## src/verilog/bpw_map.svh

```systemverilog
// Constants, register map and timing for the board power/wake controller
// Overview of operation
// - Press under four seconds: off to on, on to sleep (if allowed), sleep to on (code counts any release before six seconds as short).
// - Press over six seconds forces working or sleeping into soft-off.
// - Sleep depths S3 (RAM), S4 (disk), S5 soft-off needing cold boot.
// - In S3/S4/S5 devices are unpowered except wake logic.
// - Mechanical off: no power; wake logic only on battery or external source.
// - Switch, RTC, LAN, wireless wake from S3/S4/S5; RTC/LAN/wireless keep monitor asleep (code lights it one cycle after reaching S0).
// - PCIe wake via wake signal only from S3/S4; monitor stays asleep (code lights it one cycle after reaching S0).
// - CEC wake from S3/S4/S5 behaves exactly like a power switch press.
// - USB wake from S4/S5 needs firmware enable and never after mechanical off.
// - USB wake ignored in deep S4/S5.
// - USB activity wakes from S3 unless mechanical off occurred since arming.
// - Network remote-wake frame request powers the system up.
// - AC return enters firmware policy state: power on, stay off, last state.
// - Standby indicator active whenever standby power is present.
`ifndef BPW_MAP_SVH
`define BPW_MAP_SVH

// Register byte offsets
`define BPW_CTRL_OFS 8'h00
`define BPW_STAT_OFS 8'h04
`define BPW_IRQ_OFS 8'h08
`define BPW_MASK_OFS 8'h0C

// Control fields
`define BPW_CTRL_CMD_LO 0
`define BPW_CTRL_SLEEP_ALLOW 4
`define BPW_CTRL_USB_S45_EN 5
`define BPW_CTRL_DEEP 6
`define BPW_CTRL_POL_LO 8
`define BPW_CTRL_RST 32'h0000_0000

// Interrupt bits
`define BPW_IRQ_WIDTH 4
`define BPW_IRQ_WAKE 0
`define BPW_IRQ_SHORT 1
`define BPW_IRQ_LONG 2
`define BPW_IRQ_AC 3

// Timing
`define BPW_CLK_HZ 40000000
`define BPW_SHORT_S 4
`define BPW_LONG_S 6
`define BPW_DEB_US 10000

`endif

```

## src/verilog/bpw_pkg.sv

```systemverilog
// Types shared by the board power/wake controller
package bpw_pkg;
  typedef enum logic [2:0] {
    BPW_S0 = 3'b000,
    BPW_S3 = 3'b011,
    BPW_S4 = 3'b100,
    BPW_S5 = 3'b101,
    BPW_G3 = 3'b111
  } bpw_state_type;

  typedef enum logic [1:0] {
    BPW_POL_ON = 2'b00,
    BPW_POL_OFF = 2'b01,
    BPW_POL_LAST = 2'b10
  } bpw_policy_type;
endpackage

```

## src/verilog/bpw_ctrl.sv

```systemverilog
// Board power state and wake controller with AHB-Lite register slave
`include "bpw_map.svh"
module bpw_ctrl
  import bpw_pkg::*;
#(
  parameter int unsigned DEB_CYC = `BPW_CLK_HZ / 1000000 * `BPW_DEB_US,
  parameter int unsigned LONG_CYC = `BPW_CLK_HZ * `BPW_LONG_S
) (
  // Clock and reset
  input wire logic sys_clk_i,
  input wire logic rst_i,
  // AHB-Lite slave
  input wire logic hsel_i,
  input wire logic [7:0] haddr_i,
  input wire logic [1:0] htrans_i,
  input wire logic hwrite_i,
  input wire logic [2:0] hsize_i,
  input wire logic [31:0] hwdata_i,
  input wire logic hready_i,
  output logic [31:0] hrdata_o,
  output logic hreadyout_o,
  output logic hresp_o,
  // Power and wake inputs
  input wire logic ac_ok_i,
  input wire logic stby_pwr_i,
  input wire logic batt_ok_i,
  input wire logic pwr_sw_i,
  input wire logic rtc_wake_i,
  input wire logic lan_wake_i,
  input wire logic wlan_wake_i,
  input wire logic bt_wake_i,
  input wire logic usb_wake_i,
  input wire logic pcie_wake_i,
  input wire logic cec_wake_i,
  // Power outputs
  output logic [2:0] state_o,
  output logic main_pwr_o,
  output logic dev_pwr_o,
  output logic wake_pwr_o,
  output logic monitor_on_o,
  output logic cold_boot_o,
  output logic stby_led_o,
  output logic irq_o
);
  localparam logic [1:0] HTRANS_NONSEQ = 2'b10;
  localparam int SHORT_CYC = `BPW_CLK_HZ * `BPW_SHORT_S;

  initial begin
    if (LONG_CYC < 2 || DEB_CYC < 1) $error("timing parameters invalid");
  end

  // Register and state storage
  logic [31:0] ctrl_r;
  logic [`BPW_IRQ_WIDTH-1:0] irq_r;
  logic [`BPW_IRQ_WIDTH-1:0] mask_r;
  bpw_state_type state_r;
  bpw_state_type state_nxt;
  bpw_state_type last_r;
  logic g3_seen_r;
  logic ac_prev_r;
  logic mon_r;
  logic mon_nxt;
  logic [31:0] hrdata_r;
  logic wr_pend_r;
  logic [7:0] addr_r;
  logic main_pwr_r;
  logic dev_pwr_r;
  logic wake_pwr_r;
  logic cold_r;
  logic led_r;
  logic irq_out_r;

  // Switch path: debounce then classify
  logic sw_clean;
  logic sw_short;
  logic sw_long;

  bpw_debounce #(.CYCLES(DEB_CYC)) u_deb (
    .sys_clk_i(sys_clk_i),
    .rst_i(rst_i),
    .raw_i(pwr_sw_i),
    .clean_o(sw_clean)
  );

  bpw_press_timer #(.LONG_CYC(LONG_CYC)) u_press (
    .sys_clk_i(sys_clk_i),
    .rst_i(rst_i),
    .pressed_i(sw_clean),
    .short_o(sw_short),
    .long_o(sw_long)
  );

  // CEC is treated as a short switch press
  logic cec_prev_r;
  wire cec_edge = cec_wake_i && !cec_prev_r;
  wire btn = sw_short || cec_edge;

  // Control fields
  wire [2:0] cmd = ctrl_r[`BPW_CTRL_CMD_LO +: 3];
  wire sleep_allow = ctrl_r[`BPW_CTRL_SLEEP_ALLOW];
  wire usb_s45_en = ctrl_r[`BPW_CTRL_USB_S45_EN];
  wire deep = ctrl_r[`BPW_CTRL_DEEP];
  wire [1:0] policy = ctrl_r[`BPW_CTRL_POL_LO +: 2];

  // Wake qualification per sleep state
  wire in_s3 = state_r == BPW_S3;
  wire in_s4 = state_r == BPW_S4;
  wire in_s5 = state_r == BPW_S5;
  wire asleep = in_s3 || in_s4 || in_s5;
  wire quiet_wake = asleep && (rtc_wake_i || lan_wake_i || wlan_wake_i);
  wire lan_wake = lan_wake_i;
  wire pcie_ok = (in_s3 || in_s4) && pcie_wake_i;
  wire bt_ok = (in_s3 || in_s4) && bt_wake_i;
  wire usb_s3 = in_s3 && usb_wake_i && !g3_seen_r;
  wire usb_s45 = (in_s4 || in_s5) && usb_wake_i && usb_s45_en
    && !g3_seen_r && !deep;
  wire quiet_any = quiet_wake || pcie_ok || (asleep && lan_wake);
  wire loud_any = bt_ok || usb_s3 || usb_s45 || (asleep && btn);
  wire ac_rise = ac_ok_i && !ac_prev_r;
  wire sw_cmd = (cmd == 3'h3) || (cmd == 3'h4) || (cmd == 3'h5);

  // State transitions
  always_comb begin
    state_nxt = state_r;
    mon_nxt = mon_r;
    case (state_r)
      BPW_G3: begin
        if (ac_ok_i) begin
          case (policy)
            BPW_POL_ON: state_nxt = BPW_S0;
            BPW_POL_LAST: state_nxt = last_r;
            default: state_nxt = BPW_S5;
          endcase
          mon_nxt = 1'b1;
        end
      end
      BPW_S0: begin
        if (sw_long) begin
          state_nxt = BPW_S5;
        end else if (btn && sleep_allow) begin
          state_nxt = BPW_S3;
        end else if (sw_cmd) begin
          state_nxt = bpw_state_type'(cmd);
        end
        mon_nxt = 1'b1;
      end
      BPW_S3, BPW_S4: begin
        if (sw_long) begin
          state_nxt = BPW_S5;
        end else if (loud_any) begin
          state_nxt = BPW_S0;
          mon_nxt = 1'b1;
        end else if (quiet_any) begin
          state_nxt = BPW_S0;
          mon_nxt = 1'b0;
        end
      end
      BPW_S5: begin
        if (loud_any) begin
          state_nxt = BPW_S0;
          mon_nxt = 1'b1;
        end else if (quiet_wake || lan_wake) begin
          state_nxt = BPW_S0;
          mon_nxt = 1'b0;
        end
      end
      default: begin
        state_nxt = BPW_G3;
      end
    endcase
    if (!ac_ok_i) begin
      state_nxt = BPW_G3;
    end
  end

  // State, last state and mechanical-off history
  always_ff @(posedge sys_clk_i or posedge rst_i) begin
    if (rst_i) begin
      state_r <= BPW_G3;
      last_r <= BPW_S5;
      g3_seen_r <= 1'b0;
      ac_prev_r <= 1'b0;
      cec_prev_r <= 1'b0;
      mon_r <= 1'b0;
    end else begin
      state_r <= state_nxt;
      mon_r <= mon_nxt;
      ac_prev_r <= ac_ok_i;
      cec_prev_r <= cec_wake_i;
      if (state_r != BPW_G3) begin
        last_r <= state_r;
      end
      if (state_r == BPW_G3) begin
        g3_seen_r <= 1'b1;
      end else if (state_r == BPW_S0) begin
        g3_seen_r <= 1'b0;
      end
    end
  end

  // Rail outputs per state
  always_ff @(posedge sys_clk_i or posedge rst_i) begin
    if (rst_i) begin
      main_pwr_r <= 1'b0;
      dev_pwr_r <= 1'b0;
      wake_pwr_r <= 1'b0;
      cold_r <= 1'b0;
      led_r <= 1'b0;
    end else begin
      main_pwr_r <= state_nxt == BPW_S0;
      dev_pwr_r <= state_nxt == BPW_S0;
      wake_pwr_r <= (state_nxt != BPW_G3) || batt_ok_i;
      cold_r <= state_r == BPW_S5 && state_nxt == BPW_S0;
      led_r <= stby_pwr_i;
    end
  end

  // AHB-Lite address phase decode
  wire take = hsel_i && hready_i && htrans_i == HTRANS_NONSEQ;
  wire is_stat = haddr_i == `BPW_STAT_OFS;
  wire [31:0] rd_mux = (haddr_i == `BPW_CTRL_OFS) ? ctrl_r :
    is_stat ? {24'h000000, g3_seen_r, mon_r, 1'b0, ac_ok_i, 1'b0,
    state_r} :
    (haddr_i == `BPW_IRQ_OFS) ? {28'h0000000, irq_r} :
    (haddr_i == `BPW_MASK_OFS) ? {28'h0000000, mask_r} : 32'h00000000;
  wire wr_ctrl = wr_pend_r && addr_r == `BPW_CTRL_OFS;
  wire wr_irq = wr_pend_r && addr_r == `BPW_IRQ_OFS;
  wire wr_mask = wr_pend_r && addr_r == `BPW_MASK_OFS;
  wire [`BPW_IRQ_WIDTH-1:0] ev = {ac_rise, sw_long, btn,
    state_r != BPW_S0 && state_nxt == BPW_S0};

  // Bus state and read data
  always_ff @(posedge sys_clk_i or posedge rst_i) begin
    if (rst_i) begin
      wr_pend_r <= 1'b0;
      addr_r <= 8'h00;
      hrdata_r <= 32'h00000000;
    end else begin
      wr_pend_r <= take && hwrite_i;
      if (take) begin
        addr_r <= haddr_i;
      end
      if (take && !hwrite_i) begin
        hrdata_r <= rd_mux;
      end
    end
  end

  // Control register; command field self-clears the cycle after a write
  always_ff @(posedge sys_clk_i or posedge rst_i) begin
    if (rst_i) begin
      ctrl_r <= `BPW_CTRL_RST;
    end else if (wr_ctrl) begin
      ctrl_r <= hwdata_i;
    end else begin
      ctrl_r[`BPW_CTRL_CMD_LO +: 3] <= 3'h0;
    end
  end

  // Sticky events; set wins over write-one-to-clear
  always_ff @(posedge sys_clk_i or posedge rst_i) begin
    if (rst_i) begin
      irq_r <= '0;
      mask_r <= '0;
      irq_out_r <= 1'b0;
    end else begin
      irq_r <= (irq_r & ~(wr_irq ? hwdata_i[`BPW_IRQ_WIDTH-1:0] : '0)) | ev;
      if (wr_mask) begin
        mask_r <= hwdata_i[`BPW_IRQ_WIDTH-1:0];
      end
      irq_out_r <= |(irq_r & mask_r);
    end
  end

  // Outputs
  assign hrdata_o = hrdata_r;
  assign hreadyout_o = 1'b1;
  assign hresp_o = 1'b0;
  assign state_o = state_r;
  assign main_pwr_o = main_pwr_r;
  assign dev_pwr_o = dev_pwr_r;
  assign wake_pwr_o = wake_pwr_r;
  assign monitor_on_o = mon_r;
  assign cold_boot_o = cold_r;
  assign stby_led_o = led_r;
  assign irq_o = irq_out_r;
endmodule

```

## src/verilog/bpw_debounce.sv

```systemverilog
// Switch debouncer: output follows input after it holds steady
module bpw_debounce #(
  parameter int unsigned CYCLES = 400000
) (
  // Clock and reset
  input wire logic sys_clk_i,
  input wire logic rst_i,
  // Raw and clean level
  input wire logic raw_i,
  output logic clean_o
);
  localparam int W = $clog2(CYCLES + 1);
  logic [W-1:0] cnt_r;
  logic clean_r;
  wire differ = raw_i != clean_r;
  wire done = cnt_r == W'(CYCLES - 1);

  initial begin
    if (CYCLES < 1) $error("debounce count must be positive");
  end

  // Restart the count on every bounce
  always_ff @(posedge sys_clk_i or posedge rst_i) begin
    if (rst_i) begin
      cnt_r <= '0;
      clean_r <= 1'b0;
    end else if (!differ) begin
      cnt_r <= '0;
    end else if (done) begin
      cnt_r <= '0;
      clean_r <= raw_i;
    end else begin
      cnt_r <= cnt_r + 1'b1;
    end
  end

  assign clean_o = clean_r;
endmodule

```

## src/verilog/bpw_press_timer.sv

```systemverilog
// Measures a debounced press and classifies it on release or at long limit
module bpw_press_timer #(
  parameter int unsigned LONG_CYC = 240000000
) (
  // Clock and reset
  input wire logic sys_clk_i,
  input wire logic rst_i,
  // Debounced switch level
  input wire logic pressed_i,
  // Classified events, one-cycle pulses
  output logic short_o,
  output logic long_o
);
  localparam int W = $clog2(LONG_CYC + 1);
  logic [W-1:0] cnt_r;
  logic fired_r;
  logic prev_r;
  logic short_r;
  logic long_r;
  wire at_long = cnt_r == W'(LONG_CYC);

  initial begin
    if (LONG_CYC < 2) $error("long press count too small");
  end

  // Count while held; long fires once, a release before it is short
  always_ff @(posedge sys_clk_i or posedge rst_i) begin
    if (rst_i) begin
      cnt_r <= '0;
      fired_r <= 1'b0;
      prev_r <= 1'b0;
      short_r <= 1'b0;
      long_r <= 1'b0;
    end else begin
      prev_r <= pressed_i;
      short_r <= prev_r && !pressed_i && !fired_r;
      long_r <= pressed_i && at_long && !fired_r;
      if (!pressed_i) begin
        cnt_r <= '0;
        fired_r <= 1'b0;
      end else if (at_long) begin
        fired_r <= 1'b1;
      end else begin
        cnt_r <= cnt_r + 1'b1;
      end
    end
  end

  assign short_o = short_r;
  assign long_o = long_r;
endmodule
```

## config.mk

```make
export PLATFORM = sky130hd
export DESIGN_NAME = bpw_ctrl
export DESIGN_NICKNAME = d
export VERILOG_FILES = /design/src/verilog/bpw_pkg.sv /design/src/verilog/bpw_ctrl.sv /design/src/verilog/bpw_debounce.sv /design/src/verilog/bpw_press_timer.sv
export VERILOG_INCLUDE_DIRS = /design/src /design/src/verilog
export SDC_FILE = /design/constraint.sdc
export NUM_CORES = 1
export LEC_CHECK = 0
export ABC_AREA = 0
export BUFFER_PORTS_ARGS = -buffer_cell sky130_fd_sc_hd__buf_2
export CORE_MARGIN = 2
export CORE_UTILIZATION = 55
export DETAILED_ROUTE_END_ITERATION = 7
export GPL_TIMING_DRIVEN = 0
export PLACE_DENSITY = 0.85
export SKIP_LAST_GASP = 1
export SLEW_MARGIN = 40
export SYNTH_ARGS = -nofsm -noshare
export SYNTH_HDL_FRONTEND = slang
export SYNTH_SLANG_ARGS = --single-unit
```

## constraint.sdc

```tcl
create_clock -name sys_clk_i -period 5.42 [get_ports sys_clk_i]
set_clock_uncertainty 0.05 [all_clocks]
set_input_delay 0 -clock sys_clk_i [delete_from_list [all_inputs] [get_ports sys_clk_i]]
set_output_delay 0 -clock sys_clk_i [all_outputs]
set_load 0.02 [all_outputs]
```

# == Yosys cells after proc, flatten, opt, wreduce, memory -nomap -nowiden ==
# Index checks and enable logic that the tools add are counted.
# classes
addsub,2
eq_ne,25
muxes,32
n_bitwise,4
n_reduce_logical,61
# ops
operator,n
28-bit 2-to-1 mux,2
19-bit 2-to-1 mux,2
"8-bit by 4-bit == test with 1-bit output, second input constant",4
32-bit 2-to-1 mux,1
3-bit 2-to-1 mux,10
"28-bit by 1-bit adder with 28-bit output, second input constant",1
"28-bit == test, second input constant",1
1-bit logical AND,27
"19-bit by 1-bit adder with 19-bit output, second input constant",1
"19-bit == test, second input constant",1
8-bit logical NOT,2
"3-bit == test, second input constant",5
1-bit logical OR,15
4-bit 2-to-1 mux,3
3-bit case mux with 4 select lines,1
1-bit 2-to-1 mux,10
"3-bit != test, second input constant",3
4-bit AND,2
"8-bit by 3-bit == test with 1-bit output, second input constant",1
8-bit 2-to-1 mux,1
1-bit logical NOT,7
"3-bit by 2-bit == test with 1-bit output, second input constant",2
3-bit logical NOT,2
"2-bit != test, second input constant",3
16 further kinds,17
# word_totals
regBits,148
input_bits,61
elab_cells,149

# == Longest topological paths before layout ==
# logic_depth
word_depth,15
mapped_depth,8

# == Hierarchy ==
# Synthesis repeated with hierarchy kept, for this count alone.
# hier_totals
cells_unflattened,606
area_unflattened_um2,6887.9
# by_module_without_submodules
mod,instances,cells_per_inst,area_per_inst_um2,seq_area_each_um2
bpw_ctrl,1,329,4197.8,2408.6
bpw_press_timer,1,172,1656.6,800.8
bpw_debounce,1,105,1033.5,500.5

# == Worst setup path before layout ==
# OpenSTA, ideal clock, no wires.
# synth_path
kind,flip-flop to flip-flop
startpoint,"register state_r[0], in the netlist state_o[0]"
endpoint,"register cold_r, in the netlist cold_boot_o"
setup_ns,0.067
arrival_time_ns,1.809
path_slack_ns,3.494
stages_incl_launch_ff,7
path_buffers,0
synth_period_minus_slack_ns,1.926
cell_sequence,dfstp_2 > nand2_1 > or4b_4 > nand3_4 > o211ai_2 > nor3_4 > and3_1
# synth_between
elab_chain_len,14
# synth_lines
item,line,rtl
"start, declared",bpw_ctrl.sv:56,bpw_state_type state_r;
"start signal, assigned",bpw_ctrl.sv:186,state_r <= state_nxt;
3-bit == test (on tied branches),"bpw_ctrl.sv:107, bpw_ctrl.sv:126, bpw_ctrl.sv:108",
1-bit logical OR,bpw_ctrl.sv:115,wire usb_s45 = (in_s4 || in_s5) && usb_wake_i && usb_s45_en
1-bit logical AND (2 in a row),bpw_ctrl.sv:115,
1-bit logical AND (2 in a row),bpw_ctrl.sv:116,&& !g3_seen_r && !deep;
1-bit logical OR (2 in a row),bpw_ctrl.sv:118,wire loud_any = bt_ok || usb_s3 || usb_s45 || (asleep && btn);
3-bit 2-to-1 mux,bpw_ctrl.sv:150,end else if (loud_any) begin
3-bit 2-to-1 mux,bpw_ctrl.sv:148,if (sw_long) begin
3-bit case mux with 4 select lines (*),bpw_ctrl.sv:126,case (state_r)
3-bit 2-to-1 mux (*),bpw_ctrl.sv:171,if (!ac_ok_i) begin
net state_nxt[0],bpw_ctrl.sv:57,bpw_state_type state_nxt;
3-bit logical NOT (*),bpw_ctrl.sv:213,cold_r <= state_r == BPW_S5 && state_nxt == BPW_S0;
1-bit logical AND (*),bpw_ctrl.sv:213,
"end signal, assigned",bpw_ctrl.sv:207,cold_r <= 1'b0;
"end signal, assigned",bpw_ctrl.sv:213,
"end, declared",bpw_ctrl.sv:69,logic cold_r;
# Mark *: on every way through the listed nets, which the timed path passes. The rest lies on a longest branch.
# A chain may end at the register's enable or synchronous reset.

# == Worst setup path in the final report ==
# layout_path
startpoint,register addr_r[4]
endpoint,register ctrl_r[12]
# layout_between
elab_chain_len,2
# layout_lines
item,line,rtl
"start, declared",bpw_ctrl.sv:65,logic [7:0] addr_r;
"start signal, assigned",bpw_ctrl.sv:241,addr_r <= haddr_i;
8-bit logical NOT (no line),n/a,
1-bit logical AND (no line),n/a,
"end signal, assigned",bpw_ctrl.sv:252,ctrl_r <= `BPW_CTRL_RST;
"end signal, assigned",bpw_ctrl.sv:254,ctrl_r <= hwdata_i;
"end, declared",bpw_ctrl.sv:53,logic [31:0] ctrl_r;
# Every way passes these cells.

==> results.tsv <==
metric	value	unit
Fill cells	720	
CTS tree	built	
ant diodes	0	
vias in the first global route	5457	
DR WL/cell	18.2	um
type of the tightest min-delay check	in -> async	
I/O Pins	105	
Avg Vias per Cell	5.85	
CP Cell Sequence	nor4b_1, nand2_1, nor3_1, buf_2, buf_4, mux2_2	
Max stage delay on crit path	0.47	ns
most frequent cells in the layout	dfrtp_1 (143), buf_2 (106), dlygate4sd3_1 (58)	
CTS Buffer Depth	2	
DRC	0	
area delta synth->final	29.2	%
EDFF count, synth	0	
Synth Flop Type	dfrtp_1	
RSZ-0062 raised after global routing	false	
Final period util	47.8	%
Max FO, Critical Path	10	
Reg-to-Reg End	ctrl_r[12]	
fraction of final layout cells sized beyond drive strength 1	27.6	%
Row Count	40	
ANT nets after route	0	
TritonCTS Buffers	17	
Rel. slew slack	53.7	%
Worst Reg-to-Reg Cells	6	
I/O Buffers	98	
DRT Pass-1 Iters	5	
Slew @ Worst Pin	0.686	ns
register area share after synthesis	56.0	%
Worst R2R Setup Slack	2.83	ns
top cell type's share of synthesized area	54.0	%
min Tclk post-route	2.59	ns
Layout Cells excl Fill	901	
CP Class	reg -> reg	
initial antenna violation count	0	
Crit path buffers/inverters	2	
Final Power	0.00279	W
grt total ovfl	0	
max-cap violations	0	
Post-Syn Area per Cell	11.7	sq um
ys async rst share	100	%
Starting DRT DRC Count	593	
GRT Util Overall	26.3	%
Clock Latency Late Sink	0.43	ns
Post-DP HPWL	9760	um
status	finished clean	
arrival time at the worst endpoint	2.86	ns
Starting Density	55.8	%
Synth area leaders	dfrtp_1 (54%), mux2_2 (7.3%), a22o_1 (3.4%)	
Die ar.	12900	sq um
vias post-DR	5275	
Final TNS setup	0	ns
Synth Cell Area	6620	sq um
delay-heaviest family, CP	simple AND/OR/NAND/NOR gates	
Yosys warning count	0	
Cells after DPL	811	
Yosys top cell by area	dfrtp_1	
Worst Setup SP	addr_r[4]	
Core Area	11900	sq um
fmax	0.386	GHz
fin area	8560	sq um
first-pass GRT wire length	26700	um
synthesized flop and latch total	148	
Routed WL	16400	um
final setup fails	0	
H-tree Lvls	4	
Area after DPL	7360	sq um
leak pwr	4.12	nW
Setup Buffers After CTS	0	
largest net degree at the start of global routing	58	
required time of the critical path	5.69	ns
critical path endpoint category	flip-flop	
Gate Count Post-Synth	564	
Hold Vio Cnt, Final	0	
Clock Sinks	148	
Critical Path Start Type	flip-flop	
Crit-path slowest cell	nor4b_1	
fin. max-slew vios	0	
PD cells	326	nW/um^2
maximum VDD drop	0.000191	V
Syn Nets	628	
Die W	114	um
Root Buffer	clkbuf_16	
Clock transition at path regs	0.07	ns
layout net count	805	
worst r2r src	addr_r[4]	
Placer Congestion	0.896	
chip height	114	um
commonest non-fill, non-tap cell in the layout	dfrtp_1	
Netlist cell types	59	
-- sequential cells by signal (all words and copies together), names as in the netlist, 3 cells and up --
name	cells
hrdata_o	32
irq_r	4
addr_r	8
mask_r	4
ctrl_r	32
last_r	3
u_deb.cnt_r	19
state_o	3
u_press.cnt_r	28
-- layer usage --
layer | wire length [um] | global-route usage [%]
met5 | 0 | 0
met4 | 476 | 10.7
met3 | 901 | 6.22
met2 | 8600 | 46.8
met1 | 6410 | 30.9
-- timing repair --
| item | CTS | global route |
|---|---|---|
| hold buffers | 58 | 0 |
| hold endpoints to repair | 154 | 0 |
| gates resized for setup | 0 | 0 |
-- tightest hold or removal path: stages --
cell and delay [ns]:
dlygate4sd3_1 0.53, buf_2 0.15, inv_8 0.22
-- how the worst max path moves through the flow --
stage | endpoint | slack (ns) | cells past startpoint
detailed placement | ctrl_r[8] | 2.95 | 6
finish | ctrl_r[12] | 2.83 | 6
global route | ctrl_r[12] | 2.67 | 6
CTS | ctrl_r[7] | 2.83 | 6
floorplan | ac_prev_r | 1.40 | 1
global placement | hrdata_o[24] | 0.14 | 2
-- cells by family after synthesis --
| kind of cell | share of synthesized area (%) |
|---|---|
| muxes | 7.46 |
| adders and majority gates | 0.567 |
| and+or+nand+nor | 17.6 |
| DFF | 56.0 |
| AOI/OAI and AO/OA | 10.1 |
| buffers and inverters | 2.87 |
| xor gates and xnor gates | 5.29 |
| other | 0.113 |
-- stage by stage --
stage | utilization (%) | setup WS [ns] | hold slack (ns)
2_1_floorplan | - | 1.40 | -0.0186
3_3_place_gp | 61.5 | 0.139 | 0.0589
3_5_place_dp | 62.1 | 2.95 | -0.0543
4_1_cts | 72.2 | 2.83 | 0.0430
5_1_grt | 72.2 | 2.67 | 0.0598
6_report | 72.2 | 2.83 | 0.0408
-- layout make-up --
type                       count  area (sq um)  share of cell area [%]
tap                          147           184                    2.15
inverter                      13          56.3                   0.658
clock inverter                11           149                    1.74
clock buffer                  21           470                    5.50
buffer                        28           141                    1.65
multi-input combinational    375          2720                    31.8
timing repair buffer         158          1130                    13.2
sequential                   148          3710                    43.3
-- where the power goes --
part | switching, W | internal (W)
Clock | 0.000468 | 0.000761
Sequential | 0.0000581 | 0.00118
Combinational | 0.000175 | 0.000151
Total | 0.000701 | 0.00209
-- cell usage after synthesis (all sizes together), types with 9 or more instances --
cell	number
dfrtp	143
nand4	15
nor2	36
a22oi	9
buf	15
xor2	20
xnor2	20
clkbuf	13
inv	13
nand3	20
mux2	43
o21ai	21
and3	9
and2	26
nand2	33
nor3	12
a22o	26
No activity file was read; power rests on OpenSTA's default activity.
